<file path="src/common/sifd_pkg.sv">
// constants for the spi interrupt, flag and data port block
// Functional notes
// - buffered mode gates four irqs with enables
// - buffered-mode enables read zero outside buffered mode
// - normal mode irq is enable and done flag
// - done flag set after a whole byte
// - done flag set when ss kicks host
// - done flag cleared by vector or read-then-access
// - collision flag set on data write while busy
// - collision flag cleared by read-then-access only
// - rx flag tracks unread bytes, write-one clears
// - tx complete when shifter and buffer empty
// - tx empty flag mirrors transmit buffer state
// - client select flag on ss kick, unless disabled
// - overflow when buffer full and third arrives
// - overflow deferred to next transfer without tx data
// - overflow cleared by data read or write-one
// - host write starts transfer, client write stages
// - normal mode writes shifter, reads rx register
// - buffered mode writes go to transmit buffer
// - buffered read pops buffer, refills from rx register
// - control b bit 7 selects buffered mode
// - irq holds while enabled flag stays set
package sifd_pkg;
  // register indices; byte address is four times the index
  localparam logic [2:0] IDX_CTRLA = 3'h0;
  localparam logic [2:0] IDX_CTRLB = 3'h1;
  localparam logic [2:0] IDX_SPI_IRQ_ENABLE_CTL = 3'h2;
  localparam logic [2:0] IDX_SPI_FLAGS_BUFFERED_VIEW = 3'h3;
  localparam logic [2:0] IDX_DATA = 3'h4;
  localparam logic [7:0] CA_MASK = 8'h77;
  localparam logic [7:0] CB_MASK = 8'hC7;
  localparam int CA_ENABLE = 0;
  localparam int CA_PRESC = 1;
  localparam int CA_HOST = 5;
  localparam int CB_SSD = 2;
  localparam int CB_BUFFERED_MODE_ENABLE = 7;
  localparam int IE_NORMAL = 0;
  localparam int FL_DONE = 7;
  localparam int FL_WRITE_COLLISION_FLAG = 6;
  localparam int FL_RXC = 7;
  localparam int FL_TXC = 6;
  localparam int FL_DRE = 5;
  localparam int FL_SS = 4;
  localparam int FL_OVF = 0;
  localparam logic [7:0] RST_BYTE = 8'h00;
  localparam logic [2:0] PIN_RST = 3'h2;
  localparam logic [6:0] HALF_DIV4 = 7'h02;
  localparam logic [6:0] HALF_DIV16 = 7'h08;
  localparam logic [6:0] HALF_DIV64 = 7'h20;
  localparam logic [6:0] HALF_DIV128 = 7'h40;
  localparam logic [3:0] BITS_PER_BYTE = 4'h8;
  localparam logic [1:0] RXB_DEPTH = 2'h2;
  localparam logic [1:0] RESP_OKAY = 2'h0;
  localparam logic [1:0] RESP_SLVERR = 2'h2;
  typedef enum logic {ST_IDLE, ST_RUN} sifd_state_t;
endpackage : sifd_pkg

</file>
<file path="src/hw/sifd_top.sv">
// spi unit: axi4-lite registers, shift engine, flags and irq
`timescale 1ns/1ps
module sifd_top (
  input wire logic aclk,
  input wire logic aresetn,
  input wire logic s_axi_awvalid,
  output logic s_axi_awready,
  input wire logic [4:0] s_axi_awaddr,
  input wire logic s_axi_wvalid,
  output logic s_axi_wready,
  input wire logic [31:0] s_axi_wdata,
  input wire logic [3:0] s_axi_wstrb,
  output logic s_axi_bvalid,
  input wire logic s_axi_bready,
  output logic [1:0] s_axi_bresp,
  input wire logic s_axi_arvalid,
  output logic s_axi_arready,
  input wire logic [4:0] s_axi_araddr,
  output logic s_axi_rvalid,
  input wire logic s_axi_rready,
  output logic [31:0] s_axi_rdata,
  output logic [1:0] s_axi_rresp,
  input wire logic sck_i,
  output logic sck_o,
  output logic sck_oe,
  input wire logic sdi_i,
  output logic sdo_o,
  output logic sdo_oe,
  input wire logic ss_n_i,
  input wire logic irq_vector_ack,
  output logic irq
);
  import sifd_pkg::*;

  function automatic logic mapped(input logic [4:0] a);
    mapped = (a[1:0] == 2'h0) && (a[4:2] <= IDX_DATA);
  endfunction : mapped

  // ----------------------------------------
  // pin synchronisers
  // ----------------------------------------
  logic [2:0] pin_in;
  logic [2:0] pin_f_q;
  logic sck_f_q_prev;
  assign pin_in = {sck_i, ss_n_i, sdi_i};
  genvar gi;
  generate
    for (gi = 0; gi < 3; gi++) begin : g_sync
      logic [2:0] s_q;
      always_ff @(posedge aclk) begin
        if (!aresetn) begin
          s_q <= {3{PIN_RST[gi]}};
          pin_f_q[gi] <= PIN_RST[gi];
        end else begin
          s_q <= {s_q[1:0], pin_in[gi]};
          // glitch filter: second and third stages must agree
          if (s_q[1] == s_q[2]) pin_f_q[gi] <= s_q[2];
        end
      end
    end
  endgenerate
  logic sck_f, ss_f, sdi_f;
  assign sck_f = pin_f_q[2];
  assign ss_f = pin_f_q[1];
  assign sdi_f = pin_f_q[0];

  // ----------------------------------------
  // axi4-lite slave
  // ----------------------------------------
  logic aw_hold_q, w_hold_q, bvalid_q, rvalid_q;
  logic [4:0] awaddr_q;
  logic [7:0] wdata_q;
  logic wstrb0_q;
  logic [1:0] bresp_q, rresp_q;
  logic [31:0] rdata_q;
  logic wr_fire, rd_fire, we, rd_ok;
  logic [2:0] wr_idx, rd_idx;
  logic [7:0] rd_mux;
  assign s_axi_awready = !aw_hold_q && !bvalid_q;
  assign s_axi_wready = !w_hold_q && !bvalid_q;
  assign s_axi_arready = !rvalid_q;
  assign wr_fire = aw_hold_q && w_hold_q && !bvalid_q;
  assign rd_fire = s_axi_arvalid && !rvalid_q;
  assign wr_idx = awaddr_q[4:2];
  assign rd_idx = s_axi_araddr[4:2];
  assign rd_ok = rd_fire && mapped(s_axi_araddr);
  assign we = wr_fire && mapped(awaddr_q) && wstrb0_q;

  always_ff @(posedge aclk) begin
    if (!aresetn) begin
      aw_hold_q <= 1'b0;
      w_hold_q <= 1'b0;
      awaddr_q <= 5'h00;
      wdata_q <= RST_BYTE;
      wstrb0_q <= 1'b0;
      bvalid_q <= 1'b0;
      bresp_q <= RESP_OKAY;
    end else begin
      if (s_axi_awvalid && s_axi_awready) begin
        aw_hold_q <= 1'b1;
        awaddr_q <= s_axi_awaddr;
      end
      if (s_axi_wvalid && s_axi_wready) begin
        w_hold_q <= 1'b1;
        wdata_q <= s_axi_wdata[7:0];
        wstrb0_q <= s_axi_wstrb[0];
      end
      if (wr_fire) begin
        aw_hold_q <= 1'b0;
        w_hold_q <= 1'b0;
        bvalid_q <= 1'b1;
        bresp_q <= mapped(awaddr_q) ? RESP_OKAY : RESP_SLVERR;
      end else if (s_axi_bready) begin
        bvalid_q <= 1'b0;
      end
    end
  end

  always_ff @(posedge aclk) begin
    if (!aresetn) begin
      rvalid_q <= 1'b0;
      rdata_q <= 32'h0000_0000;
      rresp_q <= RESP_OKAY;
    end else if (rd_fire) begin
      rvalid_q <= 1'b1;
      rdata_q <= {24'h00_0000, rd_ok ? rd_mux : RST_BYTE};
      rresp_q <= rd_ok ? RESP_OKAY : RESP_SLVERR;
    end else if (s_axi_rready) begin
      rvalid_q <= 1'b0;
    end
  end
  assign s_axi_bvalid = bvalid_q;
  assign s_axi_bresp = bresp_q;
  assign s_axi_rvalid = rvalid_q;
  assign s_axi_rdata = rdata_q;
  assign s_axi_rresp = rresp_q;

  logic we_data, rd_data, rd_flags, data_acc;
  assign we_data = we && wr_idx == IDX_DATA;
  assign rd_data = rd_ok && rd_idx == IDX_DATA;
  assign rd_flags = rd_ok && rd_idx == IDX_SPI_FLAGS_BUFFERED_VIEW;
  assign data_acc = we_data || rd_data;

  // ----------------------------------------
  // control registers
  // ----------------------------------------
  logic [7:0] ctrl_a_q, ctrl_b_q, ien_q;
  logic en, host, buffered_mode_enable, client_select_disable, ss_kick;
  assign en = ctrl_a_q[CA_ENABLE];
  assign host = ctrl_a_q[CA_HOST];
  assign buffered_mode_enable = ctrl_b_q[CB_BUFFERED_MODE_ENABLE];
  assign client_select_disable = ctrl_b_q[CB_SSD];
  // external select low throws an enabled host back into client role, unless control b client select disable is set
  assign ss_kick = en && host && !client_select_disable && !ss_f;

  always_ff @(posedge aclk) begin
    if (!aresetn) ctrl_a_q <= RST_BYTE;
    else if (we && wr_idx == IDX_CTRLA) ctrl_a_q <= wdata_q & CA_MASK;
    else if (ss_kick) ctrl_a_q[CA_HOST] <= 1'b0;
  end

  always_ff @(posedge aclk) begin
    if (!aresetn) ctrl_b_q <= RST_BYTE;
    else if (we && wr_idx == IDX_CTRLB) ctrl_b_q <= wdata_q & CB_MASK;
  end

  always_ff @(posedge aclk) begin
    if (!aresetn) ien_q <= RST_BYTE;
    else if (we && wr_idx == IDX_SPI_IRQ_ENABLE_CTL)
      ien_q <= {buffered_mode_enable ? wdata_q[7:4] : 4'h0, 3'h0, wdata_q[IE_NORMAL]};
    else if (!buffered_mode_enable) ien_q[7:4] <= 4'h0;
  end

  // ----------------------------------------
  // shift engine (mode 0, msb first)
  // ----------------------------------------
  sifd_state_t state_q;
  logic sck_q, done_q, start_q, busy, sck_rise, client_act, rx_bit_q;
  logic [6:0] div_q, half;
  logic [3:0] bit_q;
  logic [7:0] shift_q, txb_q;
  logic txb_full_q, mv_tx, load;
  logic [7:0] load_byte;
  always_comb begin
    unique case (ctrl_a_q[CA_PRESC +: 2])
      2'h0: half = HALF_DIV4;
      2'h1: half = HALF_DIV16;
      2'h2: half = HALF_DIV64;
      2'h3: half = HALF_DIV128;
    endcase
  end
  assign busy = state_q == ST_RUN || bit_q != 4'h0;
  assign sck_rise = sck_f && !sck_f_q_prev;
  assign client_act = en && !host && !ss_f;
  assign mv_tx = buffered_mode_enable && en && txb_full_q && !busy;
  assign load = mv_tx || (!buffered_mode_enable && we_data && !busy);
  assign load_byte = mv_tx ? txb_q : wdata_q;

  always_ff @(posedge aclk) begin
    if (!aresetn) sck_f_q_prev <= 1'b0;
    else sck_f_q_prev <= sck_f;
  end

  always_ff @(posedge aclk) begin
    if (!aresetn) begin
      state_q <= ST_IDLE;
      sck_q <= 1'b0;
      div_q <= 7'h00;
      bit_q <= 4'h0;
      shift_q <= RST_BYTE;
      done_q <= 1'b0;
      start_q <= 1'b0;
      rx_bit_q <= 1'b0;
    end else begin
      done_q <= 1'b0;
      start_q <= 1'b0;
      if (load) begin
        shift_q <= load_byte;
        // a host starts at once; a client waits for the far host
        if (host && en) begin
          state_q <= ST_RUN;
          div_q <= 7'h00;
          start_q <= 1'b1;
        end
      end else if (state_q == ST_RUN) begin
        if (!host || !en) begin
          state_q <= ST_IDLE;
          sck_q <= 1'b0;
          bit_q <= 4'h0;
        end else if (div_q == half - 7'h01) begin
          div_q <= 7'h00;
          sck_q <= !sck_q;
          // mode 0: input taken on the rise, output moves on the fall
          // input latency is four cycles, so the fastest rate misses incoming bits
          if (!sck_q) begin
            rx_bit_q <= sdi_f;
            bit_q <= bit_q + 4'h1;
          end else begin
            shift_q <= {shift_q[6:0], rx_bit_q};
            if (bit_q == BITS_PER_BYTE) begin
              state_q <= ST_IDLE;
              bit_q <= 4'h0;
              done_q <= 1'b1;
            end
          end
        end else begin
          div_q <= div_q + 7'h01;
        end
      end else if (client_act && sck_rise) begin
        shift_q <= {shift_q[6:0], sdi_f};
        start_q <= bit_q == 4'h0;
        if (bit_q == BITS_PER_BYTE - 4'h1) begin
          bit_q <= 4'h0;
          done_q <= 1'b1;
        end else begin
          bit_q <= bit_q + 4'h1;
        end
      end else if (!client_act && !host) begin
        bit_q <= 4'h0;
      end
    end
  end
  assign sck_o = sck_q;
  assign sck_oe = en && host;
  assign sdo_o = shift_q[7];
  assign sdo_oe = en && (host || !ss_f);

  // ----------------------------------------
  // transmit buffer
  // ----------------------------------------
  always_ff @(posedge aclk) begin
    if (!aresetn) begin
      txb_q <= RST_BYTE;
      txb_full_q <= 1'b0;
    end else if (buffered_mode_enable && we_data) begin
      txb_q <= wdata_q;
      txb_full_q <= 1'b1;
    end else if (mv_tx || !buffered_mode_enable) begin
      txb_full_q <= 1'b0;
    end
  end

  // ----------------------------------------
  // receive register and two-stage buffer
  // ----------------------------------------
  logic [7:0] rxb_q [RXB_DEPTH];
  logic [7:0] rxd_q;
  logic [1:0] rx_cnt_q, eff_cnt;
  logic rxd_pend_q, pop, push, ovf_now, ovf_pend_q;
  assign pop = rd_data && buffered_mode_enable && rx_cnt_q != 2'h0;
  assign push = done_q && buffered_mode_enable;
  assign eff_cnt = (pop && !rxd_pend_q) ? rx_cnt_q - 2'h1 : rx_cnt_q;
  assign ovf_now = push && eff_cnt == RXB_DEPTH;

  always_ff @(posedge aclk) begin
    if (!aresetn) begin
      rxb_q[0] <= RST_BYTE;
      rxb_q[1] <= RST_BYTE;
      rxd_q <= RST_BYTE;
      rx_cnt_q <= 2'h0;
      rxd_pend_q <= 1'b0;
    end else begin
      if (pop) begin
        rxb_q[0] <= rxb_q[1];
        if (rxd_pend_q) rxb_q[1] <= rxd_q;
        rxd_pend_q <= 1'b0;
      end
      rx_cnt_q <= eff_cnt;
      if (done_q && !buffered_mode_enable) rxd_q <= shift_q;
      if (push) begin
        if (ovf_now) begin
          // buffer full: byte waits in the rx register, older one lost
          rxd_q <= shift_q;
          rxd_pend_q <= 1'b1;
        end else begin
          rxb_q[eff_cnt[0]] <= shift_q;
          rx_cnt_q <= eff_cnt + 2'h1;
        end
      end
      if (!buffered_mode_enable) begin
        rx_cnt_q <= 2'h0;
        rxd_pend_q <= 1'b0;
      end
    end
  end

  // ----------------------------------------
  // flags
  // ----------------------------------------
  logic if_q, write_collision_flag_q, arm_if_q, arm_wc_q;
  logic rxc_clr_q, txc_q, client_select_flag_q, ovf_q;
  logic w1c;
  logic [7:0] flags_n, flags_b;
  assign w1c = we && wr_idx == IDX_SPI_FLAGS_BUFFERED_VIEW && buffered_mode_enable;

  always_ff @(posedge aclk) begin
    if (!aresetn) begin
      if_q <= 1'b0;
      write_collision_flag_q <= 1'b0;
      arm_if_q <= 1'b0;
      arm_wc_q <= 1'b0;
    end else begin
      if (rd_flags) begin
        arm_if_q <= if_q;
        arm_wc_q <= write_collision_flag_q;
      end else if (data_acc) begin
        arm_if_q <= 1'b0;
        arm_wc_q <= 1'b0;
      end
      // set wins over clear for both normal-mode flags
      if (!buffered_mode_enable && (done_q || ss_kick)) if_q <= 1'b1;
      else if (irq_vector_ack || (data_acc && arm_if_q)) if_q <= 1'b0;
      if (!buffered_mode_enable && we_data && busy) write_collision_flag_q <= 1'b1;
      else if (data_acc && arm_wc_q) write_collision_flag_q <= 1'b0;
    end
  end

  always_ff @(posedge aclk) begin
    if (!aresetn) begin
      rxc_clr_q <= 1'b0;
      txc_q <= 1'b0;
      client_select_flag_q <= 1'b0;
      ovf_q <= 1'b0;
      ovf_pend_q <= 1'b0;
    end else begin
      if (push) rxc_clr_q <= 1'b0;
      else if (w1c && wdata_q[FL_RXC]) rxc_clr_q <= 1'b1;
      if (push && !txb_full_q) txc_q <= 1'b1;
      else if (w1c && wdata_q[FL_TXC]) txc_q <= 1'b0;
      if (buffered_mode_enable && ss_kick) client_select_flag_q <= 1'b1;
      else if (w1c && wdata_q[FL_SS]) client_select_flag_q <= 1'b0;
      // with nothing to send, the loss shows at the next transfer
      if (ovf_now && !txb_full_q) ovf_pend_q <= 1'b1;
      else if (start_q || !buffered_mode_enable) ovf_pend_q <= 1'b0;
      if ((ovf_now && txb_full_q) || (start_q && ovf_pend_q)) ovf_q <= 1'b1;
      else if (rd_data || (w1c && wdata_q[FL_OVF])) ovf_q <= 1'b0;
    end
  end

  assign flags_n = {if_q, write_collision_flag_q, 6'h00};
  assign flags_b = {rx_cnt_q != 2'h0 && !rxc_clr_q, txc_q, !txb_full_q, client_select_flag_q, 3'h0, ovf_q};

  always_comb begin
    rd_mux = RST_BYTE;
    unique case (rd_idx)
      IDX_CTRLA: rd_mux = ctrl_a_q;
      IDX_CTRLB: rd_mux = ctrl_b_q;
      IDX_SPI_IRQ_ENABLE_CTL: rd_mux = ien_q;
      IDX_SPI_FLAGS_BUFFERED_VIEW: rd_mux = buffered_mode_enable ? flags_b : flags_n;
      IDX_DATA: rd_mux = buffered_mode_enable ? rxb_q[0] : rxd_q;
      default: rd_mux = RST_BYTE;
    endcase
  end

  // ----------------------------------------
  // interrupt request
  // ----------------------------------------
  logic irq_q;
  always_ff @(posedge aclk) begin
    if (!aresetn) irq_q <= 1'b0;
    else irq_q <= buffered_mode_enable ? |(ien_q[7:4] & flags_b[7:4]) : ien_q[IE_NORMAL] && if_q;
  end
  assign irq = irq_q;
endmodule : sifd_top
</file>
<file path="config.mk">
export PLATFORM = sky130hd
export DESIGN_NAME = sifd_top
export DESIGN_NICKNAME = d
export VERILOG_FILES = /design/src/common/sifd_pkg.sv /design/src/hw/sifd_top.sv
export SDC_FILE = /design/constraint.sdc
export NUM_CORES = 1
export LEC_CHECK = 0
export ABC_AREA = 1
export BUFFER_PORTS_ARGS = -buffer_cell sky130_fd_sc_hd__buf_2
export CAP_MARGIN = 10
export CORE_MARGIN = 5
export CORE_UTILIZATION = 58
export CTS_BUF_LIST = sky130_fd_sc_hd__clkbuf_4
export DETAILED_ROUTE_END_ITERATION = 10
export MAX_ROUTING_LAYER = met4
export PLACE_DENSITY = 0.88
export SLEW_MARGIN = 10
export SYNTH_ARGS = -nofsm -noshare
export SYNTH_HDL_FRONTEND = slang
export SYNTH_SLANG_ARGS = --single-unit
</file>
<file path="constraint.sdc">
create_clock -name aclk -period 3.25 [get_ports aclk]
set_input_delay 0.325 -clock aclk [delete_from_list [all_inputs] [get_ports aclk]]
set_output_delay 0.325 -clock aclk [all_outputs]
set_load 0.03 [all_outputs]
</file>
# Word level (Yosys, flattened, before mapping)
# Memories as Yosys holds them, arrays and structs flattened.
# Index checks and enable logic that the tools add are counted.
[classes]
n_eq_ne = 26
add_sub_neg = 5
magnitude_cmp = 2
n_reduce_logical = 116
bitwise_logic = 7
muxes = 97
[op_table]
columns = ["cell", "count"]
rows = [
  ["two-way mux 8 bit", 15],
  ["two-way mux 1 bit", 59],
  ["logical AND 1 bit", 56],
  ["two-way mux 4 bit", 11],
  ["one-hot mux 8 bit (5 select lines)", 1],
  ["two-way mux 7 bit", 5],
  ["one-hot mux 7 bit (4 select lines)", 1],
  ["nonzero test 2 bit", 14],
  ["logical NOT 1 bit", 16],
  ["== test 3 x 2 -> 1 bit, second input constant", 4],
  ["logical OR 1 bit", 11],
  ["two-way mux 2 bit", 5],
  ["inequality test 3 x 1 -> 1 bit, second input constant", 3],
  ["AND reduction 4 bit", 2],
  ["adder 7 x 1 -> 7 bit, second input constant", 1],
  ["== test 7 bit", 1],
  ["subtractor 7 x 1 -> 7 bit, second input constant", 1],
  ["== test 2 bit, second input constant", 3],
  ["== test 3 x 1 -> 1 bit, second input constant", 2],
  ["== test 3 bit, second input constant", 2],
  ["<= comparator 3 bit, second input constant", 2],
  ["logical NOT 2 bit", 3],
  ["logical NOT 3 bit", 2],
  ["AND reduction 3 bit", 2],
  ["21 further kinds", 31],
]
[totals]
mem_bits_rw = 16
n_memories = 1
elab_cells = 299
in_bits = 57
regBits = 113
[memory_table]
columns = ["name", "depth", "width", "rd", "rd_ports_with_merged_regs", "wr", "line", "text"]
rows = [
  ["rxb_q", 2, 8, 2, 0, 3, "sifd_top.sv:286", "logic [7:0] rxb_q [RXB_DEPTH];"],
]

# Longest topological paths before layout
# Gate-level depths: netlist of the first run.
[logic_depth]
ltp_word = 14
depth_mapped = 17

# Worst setup path after synthesis of the first run
# OpenSTA, ideal clock, no wires.
[synth_timing]
path_type = "flip-flop to flip-flop"
start = "reg rvalid_q, in the netlist s_axi_rvalid"
end = "mem rxb_q[1][0] (enable)"
arrival_ps = 2383
synth_period_minus_slack_ps = 2759
n_path_buf = 1
setup_slack_ps = 491
stages_incl_launch_ff = 14
setup_time_ps = 376
path_cell_list = "dfxtp_1 nor2_2 nand2_1 nor2_4 nand4_2 o21ai_0 inv_1 ha_1 nor2_1 inv_1 nor2_1 nand2_2 buf_6 o211ai_1"
[synth_lines]
columns = ["item", "line", "text"]
rows = [
  ["from (decl)", "sifd_top.sv:70", "logic aw_hold_q, w_hold_q, bvalid_q, rvalid_q;"],
  ["from (signal assigned)", "sifd_top.sv:121", "rvalid_q <= 1'b0;"],
  ["from (signal assigned)", "sifd_top.sv:125", "rvalid_q <= 1'b1;"],
  ["from (signal assigned)", "sifd_top.sv:129", "rvalid_q <= 1'b0;"],
  ["to (decl)", "sifd_top.sv:286", ""],
]

==> results.md, run 1 <==
- Insertion delay to the later sink of the worst-skew pair: 0.52 ns
- Dpl ws: 0.326 ns
- Pins Over Slew Limit: 0
- Power Density: 467 nW/um^2
- Worst setup EP type: flop
- Relative contribution of the clock network to total power: 40.7%
- Die boundary height: 113 um
- Kind of critical path: reg2reg
- Post-synth top area share: 36.1%
- Arrival time of the worst setup path: 3.00 ns
- Most common cell after layout, fill and taps aside: sky130_fd_sc_hd__nand2_1
- Fraction of the yosys area taken by sequential cells: 43.9%
- Result of the run: finished, final reports clean
- Dominant register cell in the synthesized netlist: sky130_fd_sc_hd__dfxtp_1
- Classification of the worst-slack hold path: in2reg
- Clock buffer count from CTS: 17
- Remaining antenna violation count: 0
- Commonest non-fill, non-tap cells in the layout: sky130_fd_sc_hd__nand2_1 (125), sky130_fd_sc_hd__dfxtp_1 (111), sky130_fd_sc_hd__inv_1 (98)
- Core area: 10300 sq um
- Utilization after layout: 65.3%
- Fin Clk Skew: 0.0196 ns
- Register bit total from synthesis: 127
- Number of enable flip-flop cells after synthesis: 16
- Wire length of the first global-routing pass: 23100 um
- Lkg Pwr: 2.84 nW
- Die width: 113 um
- Fraction of power spent switching nets: 25.0%
- DIE AREA: 12800 sq um
- DRC: 0
- Yosys synthesis warning count: 0
- Max Freq: 351 MHz
- Number of setup violations in the final report: 0
- Count of pins on the block boundary: 103
- Post-detailed-route via-to-cell ratio: 5.33
- Worst ir drop on vdd: 0.267 mV
- Total vias in the final route: 5384
- Total wire length: 13700 um
- Max-slew headroom: 42.4%
- Core Rows: 37
- Detailed Route Iter0 Violations: 430
- Vias in the first global route: 4938
- Worst-path clk slew: 0.11 ns
- Port Buffer Count: 49
- Startpoint Class: flop
- Setup WS post-layout: 0.397 ns
- Number of antenna violations at the first check in global routing: 1
- Total count of hold-check failures in the final report: 0
- Cell type with the largest total area after synthesis: sky130_fd_sc_hd__dfxtp_1
- Post-CTS setup buffer count: 0
- Hold-fix buffer count after cts: 3
- Total Negative Setup Slacks: 0 ns
- Area of all placed cells without fillers: 6740 sq um
- Gate Count Post-Synth: 812
- Share of post-route cells with drive strength above 1: 15.7%
- Int Power: 2.36 mW
- Mean instance size in the synthesized netlist: 7.57 sq um
- Syn-to-layout area delta: 9.60%
- Final Net Count: 923
- Share of power burned in combinational logic: 6.7%
- Weighted congestion at the end of routability-driven global placement: 0.976
- GRT overflow: 0
- First-pass iteration count of the detailed router: 6
- Number of maximum-capacitance constraint violations: 0
- # clock sinks: 127
- Post-DP HPWL: 9850 um
- Biggest fanout along the worst timing path: 8
- CTS-repair resized insts: 0
- Time the final worst path needs with I/O delays and setup: 2.85 ns
- Fraction of power consumed by sequential logic: 52.6%
- Setup repair after global routing missed its margin: false
- Async S/R FF share, synth: 0%
- Maximum number of pins on one net before global-route repair: 78
- Final critical-path share of the clock period: 87.8%
- Initial Util: 59.6%
- Actual slew at the worst max-slew pin: 0.861 ns
- Maximum count of clock buffers along a single path: 2
- Distinct cell type count after synthesis: 52
- Root buffer selected by CTS: sky130_fd_sc_hd__clkbuf_4
- Data required time of the worst path: 3.39 ns
- Post-synthesis instance area: 6150 sq um
- Synth top area cells: sky130_fd_sc_hd__dfxtp_1 (36%), sky130_fd_sc_hd__edfxtp_1 (7.8%), sky130_fd_sc_hd__nand2_1 (7.6%)
- Cell area reported after detailed placement: 6360 sq um
- CTS tree: built
- Reported net switching power: 787 uW
- CTS H-Tree Depth: 4
- Total GRT Usage: 22.7%
- Final routed wire length divided by cell count: 13.6 um
==> flip-flops by register name, indices dropped and copies added (netlist names), 2 cells and up <==
name / flops
s_axi_rdata: 8
shift_q: 8
bit_q: 4
g_sync.s_q: 9
rxd_q: 8
ctrl_b_q: 5
wdata_q: 8
div_q: 7
rxb_q: 16
awaddr_q: 5
ctrl_a_q: 6
ien_q: 5
rx_cnt_q: 2
txb_q: 8
==> per-stage QoR <==
stage	total power [mW]	hold slack, ns	std cells
3_3_place_gp	1.89	0.395	975
2_1_floorplan	1.86	0.390	837
3_5_place_dp	1.90	0.409	975
6_report	3.15	0.0591	1011
4_1_cts	3.15	0.0486	1010
5_1_grt	3.28	0.0213	1011
==> power groups by stage <==
stage	logic [mW]	clock network, mW	registers (mW)
detailed placement	0.207	0	1.69
CTS	0.210	1.29	1.66
global route	0.236	1.38	1.66
global placement	0.203	0	1.69
finish	0.210	1.28	1.66
floorplan	0.175	0	1.69
==> cell type report <==
| cell class | count | area [sq um] |
|---|---|---|
| Multi-Input combinational cell | 555 | 2820 |
| Tap cell | 136 | 170 |
| Fill cell | 923 | 3580 |
| Antenna cell | 1 | 2.50 |
| Timing Repair Buffer | 58 | 320 |
| Sequential cell | 127 | 2700 |
| Inverter | 102 | 383 |
| Clock inverter | 15 | 218 |
| Clock buffer | 17 | 128 |
==> critical path: stages (launching register included) <==
cell                       delay [ns]
sky130_fd_sc_hd__dfxtp_1         0.34
sky130_fd_sc_hd__nor2_2          0.17
sky130_fd_sc_hd__nand2_1         0.16
sky130_fd_sc_hd__nor2_4          0.19
sky130_fd_sc_hd__nand4_2         0.13
sky130_fd_sc_hd__o21ai_0         0.25
sky130_fd_sc_hd__inv_1           0.07
sky130_fd_sc_hd__ha_1            0.25
sky130_fd_sc_hd__nor2_1          0.15
sky130_fd_sc_hd__inv_1           0.09
sky130_fd_sc_hd__nor2_1          0.19
sky130_fd_sc_hd__nand2_2         0.09
sky130_fd_sc_hd__o211ai_1        0.39
==> per-layer routing <==
layer	wire length (um)	vias to the layer above	track usage, %	part of all wire [%]
met2	6230	239	34.9	45
met4	222	0	7.29	1.6
met3	1290	23	6.04	9.4
li1	-	2723	-	-
met5	0	-	-	0
met1	6000	2399	29.3	44
==> cell families (layout without fill, tap and decap cells) <==
logic type / Yosys count / count (layout) / synth area share, %
simple gates: 317 / 317 / 24.3
compound gates: 202 / 202 / 18.2
buf+inv: 155 / 192 / 11.8
flops: 127 / 127 / 43.9
fa+ha+maj: 5 / 5 / 1.02
xor+xnor: 4 / 4 / 0.570
other cells: 1 / 27 / 0.0610
mux: 1 / 1 / 0.163
==> synth_stat cells (2+ instances only) <==
cell	number
sky130_fd_sc_hd__o221ai_1	2
sky130_fd_sc_hd__nor2_1	86
sky130_fd_sc_hd__xor2_1	2
sky130_fd_sc_hd__a21oi_1	75
sky130_fd_sc_hd__buf_4	28
sky130_fd_sc_hd__edfxtp_1	16
sky130_fd_sc_hd__inv_2	2
sky130_fd_sc_hd__buf_6	4
sky130_fd_sc_hd__nand2_4	4
sky130_fd_sc_hd__nand4_1	9
sky130_fd_sc_hd__o31ai_1	2
sky130_fd_sc_hd__a211oi_1	2
sky130_fd_sc_hd__clkbuf_1	14
sky130_fd_sc_hd__nor2_2	4
sky130_fd_sc_hd__nor3_2	2
sky130_fd_sc_hd__nand3_1	45
sky130_fd_sc_hd__nand2_1	125
sky130_fd_sc_hd__o22ai_1	3
sky130_fd_sc_hd__or2_2	5
sky130_fd_sc_hd__nand2_2	9
sky130_fd_sc_hd__inv_1	98
sky130_fd_sc_hd__clkinv_1	2
sky130_fd_sc_hd__ha_1	5
sky130_fd_sc_hd__dfxtp_1	111
sky130_fd_sc_hd__xnor2_1	2
sky130_fd_sc_hd__nand3_2	6
sky130_fd_sc_hd__nor3_1	13
sky130_fd_sc_hd__nor2_4	3
sky130_fd_sc_hd__o21ai_2	10
sky130_fd_sc_hd__buf_2	6
sky130_fd_sc_hd__o21ai_1	20
sky130_fd_sc_hd__o21ai_0	75
sky130_fd_sc_hd__o211ai_1	3
==> final timing paths <==
kind	slack, ns	to	from	cells after the start
setup / recovery	0.40	rxb_q[1][1]	s_axi_rvalid	12
hold / removal	0.06	wdata_q[0]	s_axi_wdata[0]	3
setup reg to reg	0.40	rxb_q[1][1]	s_axi_rvalid	12
hold reg to reg	0.43	g_sync[1].s_q[1]	g_sync[1].s_q[0]	1
Power figures use the tool's default switching activity.
==> run 2, diff against run 1 <==
==> constraint.sdc (replaced) <==
create_clock -name aclk -period 3.25 [get_ports aclk]
set_input_delay 0.975 -clock aclk [delete_from_list [all_inputs] [get_ports aclk]]
set_output_delay 0.975 -clock aclk [all_outputs]
set_load 0.03 [all_outputs]
==> run 2 against run 1 <==
  * Critical path depth is 4 higher
  * Clock-buffer cell count is 1 higher
  * Critical path type is now in2reg
  * Cell count is 0.49% higher
  * Cell area is 0.20% higher
  * Clock power is 14% lower
  * Sequential share of layout area is 0.082 points lower
==> results.md, run 2 (same netlist as run 1, synthesis figures left out) <==
- Result of the run: finished, final reports clean
- Area occupied by multi-input gates: 2820 sq um
- Core Rows: 37
- Total vias in the final route: 5420
- Die boundary height: 113 um
- DIE AREA: 12800 sq um
- GRT overflow: 0
- Number of maximum-capacitance constraint violations: 0
- Max reg flops: 16
- Initial Util: 59.6%
- Port Buffer Count: 49
- Largest regs: rxb_q (16), g_sync.s_q (9)
- Number of setup violations in the final report: 0
- Worst-path clk slew: 0.10 ns
- CTS tree: built
- Max Freq: 363 MHz
- Root buffer selected by CTS: sky130_fd_sc_hd__clkbuf_4
- Final Net Count: 929
- Clock buffer count from CTS: 17
- Remaining antenna violation count: 0
- Syn-to-layout area delta: 9.83%
- Worst setup EP type: flop
- Total wire length: 13600 um
- Sequential cell area: 2700 sq um
- Post-CTS setup buffer count: 0
- Lkg Pwr: 2.87 nW
- # clock sinks: 127
- Most used cell, CP: sky130_fd_sc_hd__nand2_2
- Worst ir drop on vdd: 0.305 mV
- Post-detailed-route via-to-cell ratio: 5.33
- Post-DP HPWL: 10000 um
- Number of placed instances with taps included: 984
- CTS H-Tree Depth: 4
- Pins Over Slew Limit: 0
- Detailed Route Iter0 Violations: 382
- Fin Clk Skew: 0.0116 ns
- Utilization after layout: 65.4%
- Insertion delay to the later sink of the worst-skew pair: 0.53 ns
- Data required time of the worst path: 3.50 ns
- Worst stage delay on the critical path: 0.22 ns
- Max-slew headroom: 54.7%
- Actual slew at the worst max-slew pin: 0.678 ns
- Vias in the first global route: 5079
- First-pass iteration count of the detailed router: 5
- DRC: 0
- Hold-fix buffer count after cts: 0
- CTS-repair resized insts: 0
- Final routed wire length divided by cell count: 13.4 um
- Startpoint Class: input port
- Arrival time of the worst setup path: 3.01 ns
- Critical Path Slowest Stage Cell: sky130_fd_sc_hd__ha_1
- Power Density: 440 nW/um^2
- Dpl ws: -0.0249 ns
- Antenna Cells: 0
- Maximum number of pins on one net before global-route repair: 32
- Wire length of the first global-routing pass: 22900 um
- Time the final worst path needs with I/O delays and setup: 2.75 ns
- Count of pins on the block boundary: 103
- Biggest fanout along the worst timing path: 8
- Classification of the worst-slack hold path: reg2reg
- Maximum count of clock buffers along a single path: 2
- Kind of critical path: in2reg
- Number of filler instances in the final layout: 897
- Final critical-path share of the clock period: 84.7%
- Setup repair after global routing missed its margin: false
- Commonest non-fill, non-tap cells in the layout: sky130_fd_sc_hd__nand2_1 (125), sky130_fd_sc_hd__dfxtp_1 (111), sky130_fd_sc_hd__inv_1 (98)
- Die width: 113 um
- Share of post-route cells with drive strength above 1: 16.4%
- Most flops, register: rxb_q
- Total count of hold-check failures in the final report: 0
- Total GRT Usage: 22.6%
- Setup WS post-layout: 0.497 ns
- Most common cell after layout, fill and taps aside: sky130_fd_sc_hd__nand2_1
- Number of antenna violations at the first check in global routing: 0
- Post-route insts no fill: 1016
- Core area: 10300 sq um
- Cells along the critical path: buf_2 > nor2_2 > nand2_2 > nor2_4 > nand3_2 > clkinv_1 > nand3_2 > nand2_2 > inv_1 > ha_1 > nor2_1 > inv_1 > nor2_2 > nand2_2 > o211ai_1 > buf_12
- Weighted congestion at the end of routability-driven global placement: 0.903
## run 2: changes by cell type in the layout (fill, tap and decap cells not counted), moves of 2 or more
cell and delta:
sky130_fd_sc_hd__buf_12 +3, sky130_fd_sc_hd__buf_4 +6, sky130_fd_sc_hd__bufinv_16 -2, sky130_fd_sc_hd__clkinv_1 +3, sky130_fd_sc_hd__clkinv_2 +2, sky130_fd_sc_hd__clkinvlp_4 -2
sky130_fd_sc_hd__dlygate4sd3_1 -3
## run 2: area by class of cell
type,instances,area share [%]
clock buffers,18,2.00
clock inverters,14,2.20
inverters,102,5.67
multi-input cells,555,41.7
flip-flops and latches,127,40.0
well taps,136,2.52
repair buffers,64,5.85
## run 2: layer usage
layer / vias to the layer above / global-route usage (%) / share of wire, %
met5: - / - / 0
met4: 0 / 8.41 / 2.1
met3: 24 / 4.87 / 8.2
met2: 218 / 35.2 / 45
met1: 2430 / 28.9 / 45
li1: 2748 / - / -
## run 2: metrics by stage
step | power, mW | hold slack (ns) | setup TNS, ns | cell area (sq um)
after detailed placement | 1.91 | 0.401 | -0.198 | 6470
after global routing | 3.09 | 0.442 | 0 | 6760
after CTS | 2.98 | 0.424 | 0 | 6760
final | 2.98 | 0.421 | 0 | 6760
after global placement | 1.90 | 0.394 | 0 | 6470
after floorplan | 1.86 | 0.390 | 0 | 6250
## run 2: worst max-delay path: cells and delay by family
| kind | cells | cell delay [ns] |
|---|---|---|
| AO/OA/AOI/OAI | 1 | 0.15 |
| buffers and inverters | 5 | 0.56 |
| AND/OR/NAND/NOR | 9 | 1.10 |
| adder cells (fa/ha/maj) | 1 | 0.22 |
## run 2: report_power, final
group	leakage, nW	switching, mW	internal [mW]	total [mW]
clock network	0.152	0.574	0.526	1.10
registers	1.06	0.0325	1.62	1.66
logic	1.66	0.158	0.0611	0.219
total	2.87	0.764	2.21	2.98
## run 2: final timing paths
path | slack, ns | cells past startpoint | start | endpoint
max | 0.50 | 16 | s_axi_araddr[3] | rxb_q[1][1]
min | 0.42 | 2 | g_sync[0].s_q[0] | g_sync[0].s_q[1]
max reg2reg | 0.74 | 15 | rx_cnt_q[0] | rxb_q[1][1]
min reg2reg | 0.42 | 2 | g_sync[0].s_q[0] | g_sync[0].s_q[1]
==> run 3, diff against run 2 <==
==> constraint.sdc (replaced) <==
create_clock -name aclk -period 2.73 [get_ports aclk]
set_input_delay 0.819 -clock aclk [delete_from_list [all_inputs] [get_ports aclk]]
set_output_delay 0.819 -clock aclk [all_outputs]
set_load 0.03 [all_outputs]
==> run 3 against run 2 <==
  * Non-clock buffer count grew 12
  * Via count grew 0.94%
  * Combinational power grew 21%
  * Setup slack lost 0.17 ns
  * Total power grew 15%
  * Clock-buffer cell count grew 1
  * Global-route usage grew 0.71 points
  * Cell count grew 0.98%
  * Routed wire length grew 2.4%
  * Critical endpoint is now rxb_q[0][0]
==> results.md, run 3 (same netlist as run 1, synthesis figures left out) <==
- # clock sinks: 127
- Total GRT Usage: 23.3%
- DIE AREA: 12800 sq um
- Beginning of the worst register-to-register path: rx_cnt_q[0]
- Lkg Pwr: 2.94 nW
- Setup repair after global routing missed its margin: false
- Most flops, register: rxb_q
- Busiest metal layer after global routing: met2
- Power Density: 498 nW/um^2
- Final Net Count: 941
- Actual slew at the worst max-slew pin: 0.508 ns
- CTS-repair resized insts: 0
- Number of placed instances with taps included: 996
- Classification of the worst-slack hold path: reg2reg
- GRT overflow: 0
- Detailed Route Iter0 Violations: 546
- Maximum number of pins on one net before global-route repair: 36
- Post-DP HPWL: 10300 um
- Final routed wire length divided by cell count: 13.6 um
- Pins Over Slew Limit: 0
- Capturing instance or port of the critical path: rxb_q[0][0]
- Post-route insts no fill: 1026
- Hold-fix buffer count after cts: 0
- Antenna Cells: 0
- Startpoint of the most critical setup path: s_axi_arvalid
- Worst ir drop on vdd: 0.341 mV
- CTS H-Tree Depth: 4
- Share of post-route cells with drive strength above 1: 18.1%
- Time the final worst path needs with I/O delays and setup: 2.40 ns
- Die width: 113 um
- Commonest non-fill, non-tap cells in the layout: sky130_fd_sc_hd__nand2_1 (124), sky130_fd_sc_hd__dfxtp_1 (111), sky130_fd_sc_hd__inv_1 (95)
- Met2 usage: 34.2%
- Number of setup violations in the final report: 0
- Remaining antenna violation count: 0
- Global-route met1 utilization: 31.9%
- Core Rows: 37
- Kind of critical path: in2reg
- Max reg flops: 16
- Post-detailed-route via-to-cell ratio: 5.33
- Initial Util: 59.6%
- Startpoint Class: input port
- Largest regs: rxb_q (16), g_sync.s_q (9)
- Slack of the worst reg-to-reg path: 0.36 ns
- Wire length of the first global-routing pass: 23600 um
- Total wire length: 14000 um
- Root buffer selected by CTS: sky130_fd_sc_hd__clkbuf_4
- Number of antenna violations at the first check in global routing: 0
- Worst setup EP type: flop
- Worst Reg-to-Reg Cells: 14
- Max-slew headroom: 66.1%
- Syn-to-layout area delta: 11.5%
- Utilization after layout: 66.4%
- Arrival time of the worst setup path: 2.67 ns
- Number of filler instances in the final layout: 915
- Post-CTS setup buffer count: 0
- Worst-path clk slew: 0.10 ns
- Insertion delay to the later sink of the worst-skew pair: 0.52 ns
- Final hold slack: 0.413 ns
- DRC: 0
- Port Buffer Count: 49
- Vias in the first global route: 4966
- Weighted congestion at the end of routability-driven global placement: 0.979
- Biggest fanout along the worst timing path: 15
- Clock buffer count from CTS: 17
- Die boundary height: 113 um
- Final critical-path share of the clock period: 87.9%
- Grt met3 use: 4.60%
- Data required time of the worst path: 3.00 ns
- Number of maximum-capacitance constraint violations: 0
- Max Freq: 417 MHz
- First-pass iteration count of the detailed router: 6
- RR Endpoint: rxb_q[0][0]
- CTS tree: built
- Total vias in the final route: 5471
- Core area: 10300 sq um
- Total Negative Setup Slacks: 0 ns
- Maximum count of clock buffers along a single path: 2
- Total count of hold-check failures in the final report: 0
- Most common cell after layout, fill and taps aside: sky130_fd_sc_hd__nand2_1
- Result of the run: finished, final reports clean
- Count of pins on the block boundary: 103
- Fin Clk Skew: 0.0197 ns
## run 3: area by class of cell
class                      instances  area [sq um]  area share, %
timing repair buffer              76           485           7.08
clock buffer                      19           143           2.08
clock inverter                    11           100           1.46
multi-input combinational        555          2860           41.8
sequential                       127          2700           39.4
tap                              136           170           2.48
inverter                         102           392           5.71
## run 3: worst max-delay path: stages
cell	delay, ns
sky130_fd_sc_hd__buf_2	0.13
sky130_fd_sc_hd__inv_8	0.03
sky130_fd_sc_hd__nor2_4	0.12
sky130_fd_sc_hd__nand2_2	0.09
sky130_fd_sc_hd__nor2_4	0.16
sky130_fd_sc_hd__nand4_2	0.10
sky130_fd_sc_hd__o21ai_1	0.18
sky130_fd_sc_hd__inv_1	0.10
sky130_fd_sc_hd__ha_4	0.18
sky130_fd_sc_hd__nor2_4	0.09
sky130_fd_sc_hd__inv_2	0.06
sky130_fd_sc_hd__nor2_4	0.14
sky130_fd_sc_hd__nand3_2	0.15
sky130_fd_sc_hd__buf_12	0.18
sky130_fd_sc_hd__nand3_1	0.06
sky130_fd_sc_hd__o21ai_1	0.07
## run 3: worst min-delay path by stage
| stage | slack, ns | cells past startpoint | endpoint | start |
|---|---|---|---|---|
| after floorplan | 0.39 | 2 | g_sync[0].s_q[1] | g_sync[0].s_q[0] |
| after global placement | 0.39 | 2 | g_sync[2].s_q[1] | g_sync[2].s_q[0] |
| after detailed placement | 0.40 | 2 | g_sync[2].s_q[1] | g_sync[2].s_q[0] |
| after CTS | 0.42 | 1 | g_sync[1].s_q[1] | g_sync[1].s_q[0] |
| after global routing | 0.43 | 1 | g_sync[1].s_q[1] | g_sync[1].s_q[0] |
| final | 0.41 | 1 | g_sync[1].s_q[1] | g_sync[1].s_q[0] |
## run 3: report_power, final
group,leakage [nW],switching [mW],total [mW],internal (mW)
clock network,0.136,0.646,1.18,0.533
registers,1.06,0.0399,1.97,1.93
logic,1.74,0.190,0.264,0.0737
## run 3: metrics by stage
| stage | setup WS [ns] | cell area (sq um) | power (mW) |
|---|---|---|---|
| after global routing | 0.182 | 6860 | 3.57 |
| after detailed placement | -0.202 | 6610 | 2.28 |
| final | 0.331 | 6860 | 3.42 |
| after floorplan | -0.187 | 6300 | 2.22 |
| after global placement | -0.138 | 6610 | 2.27 |
| after CTS | 0.338 | 6860 | 3.43 |
## run 3: metal layers
metal | wire [um] | vias to the layer above | part of all wire [%]
met5 | 0 | - | 0
met4 | 324 | 0 | 2.3
met1 | 6370 | 2457 | 46
li1 | - | 2770 | -
met3 | 1060 | 32 | 7.6
met2 | 6210 | 212 | 44
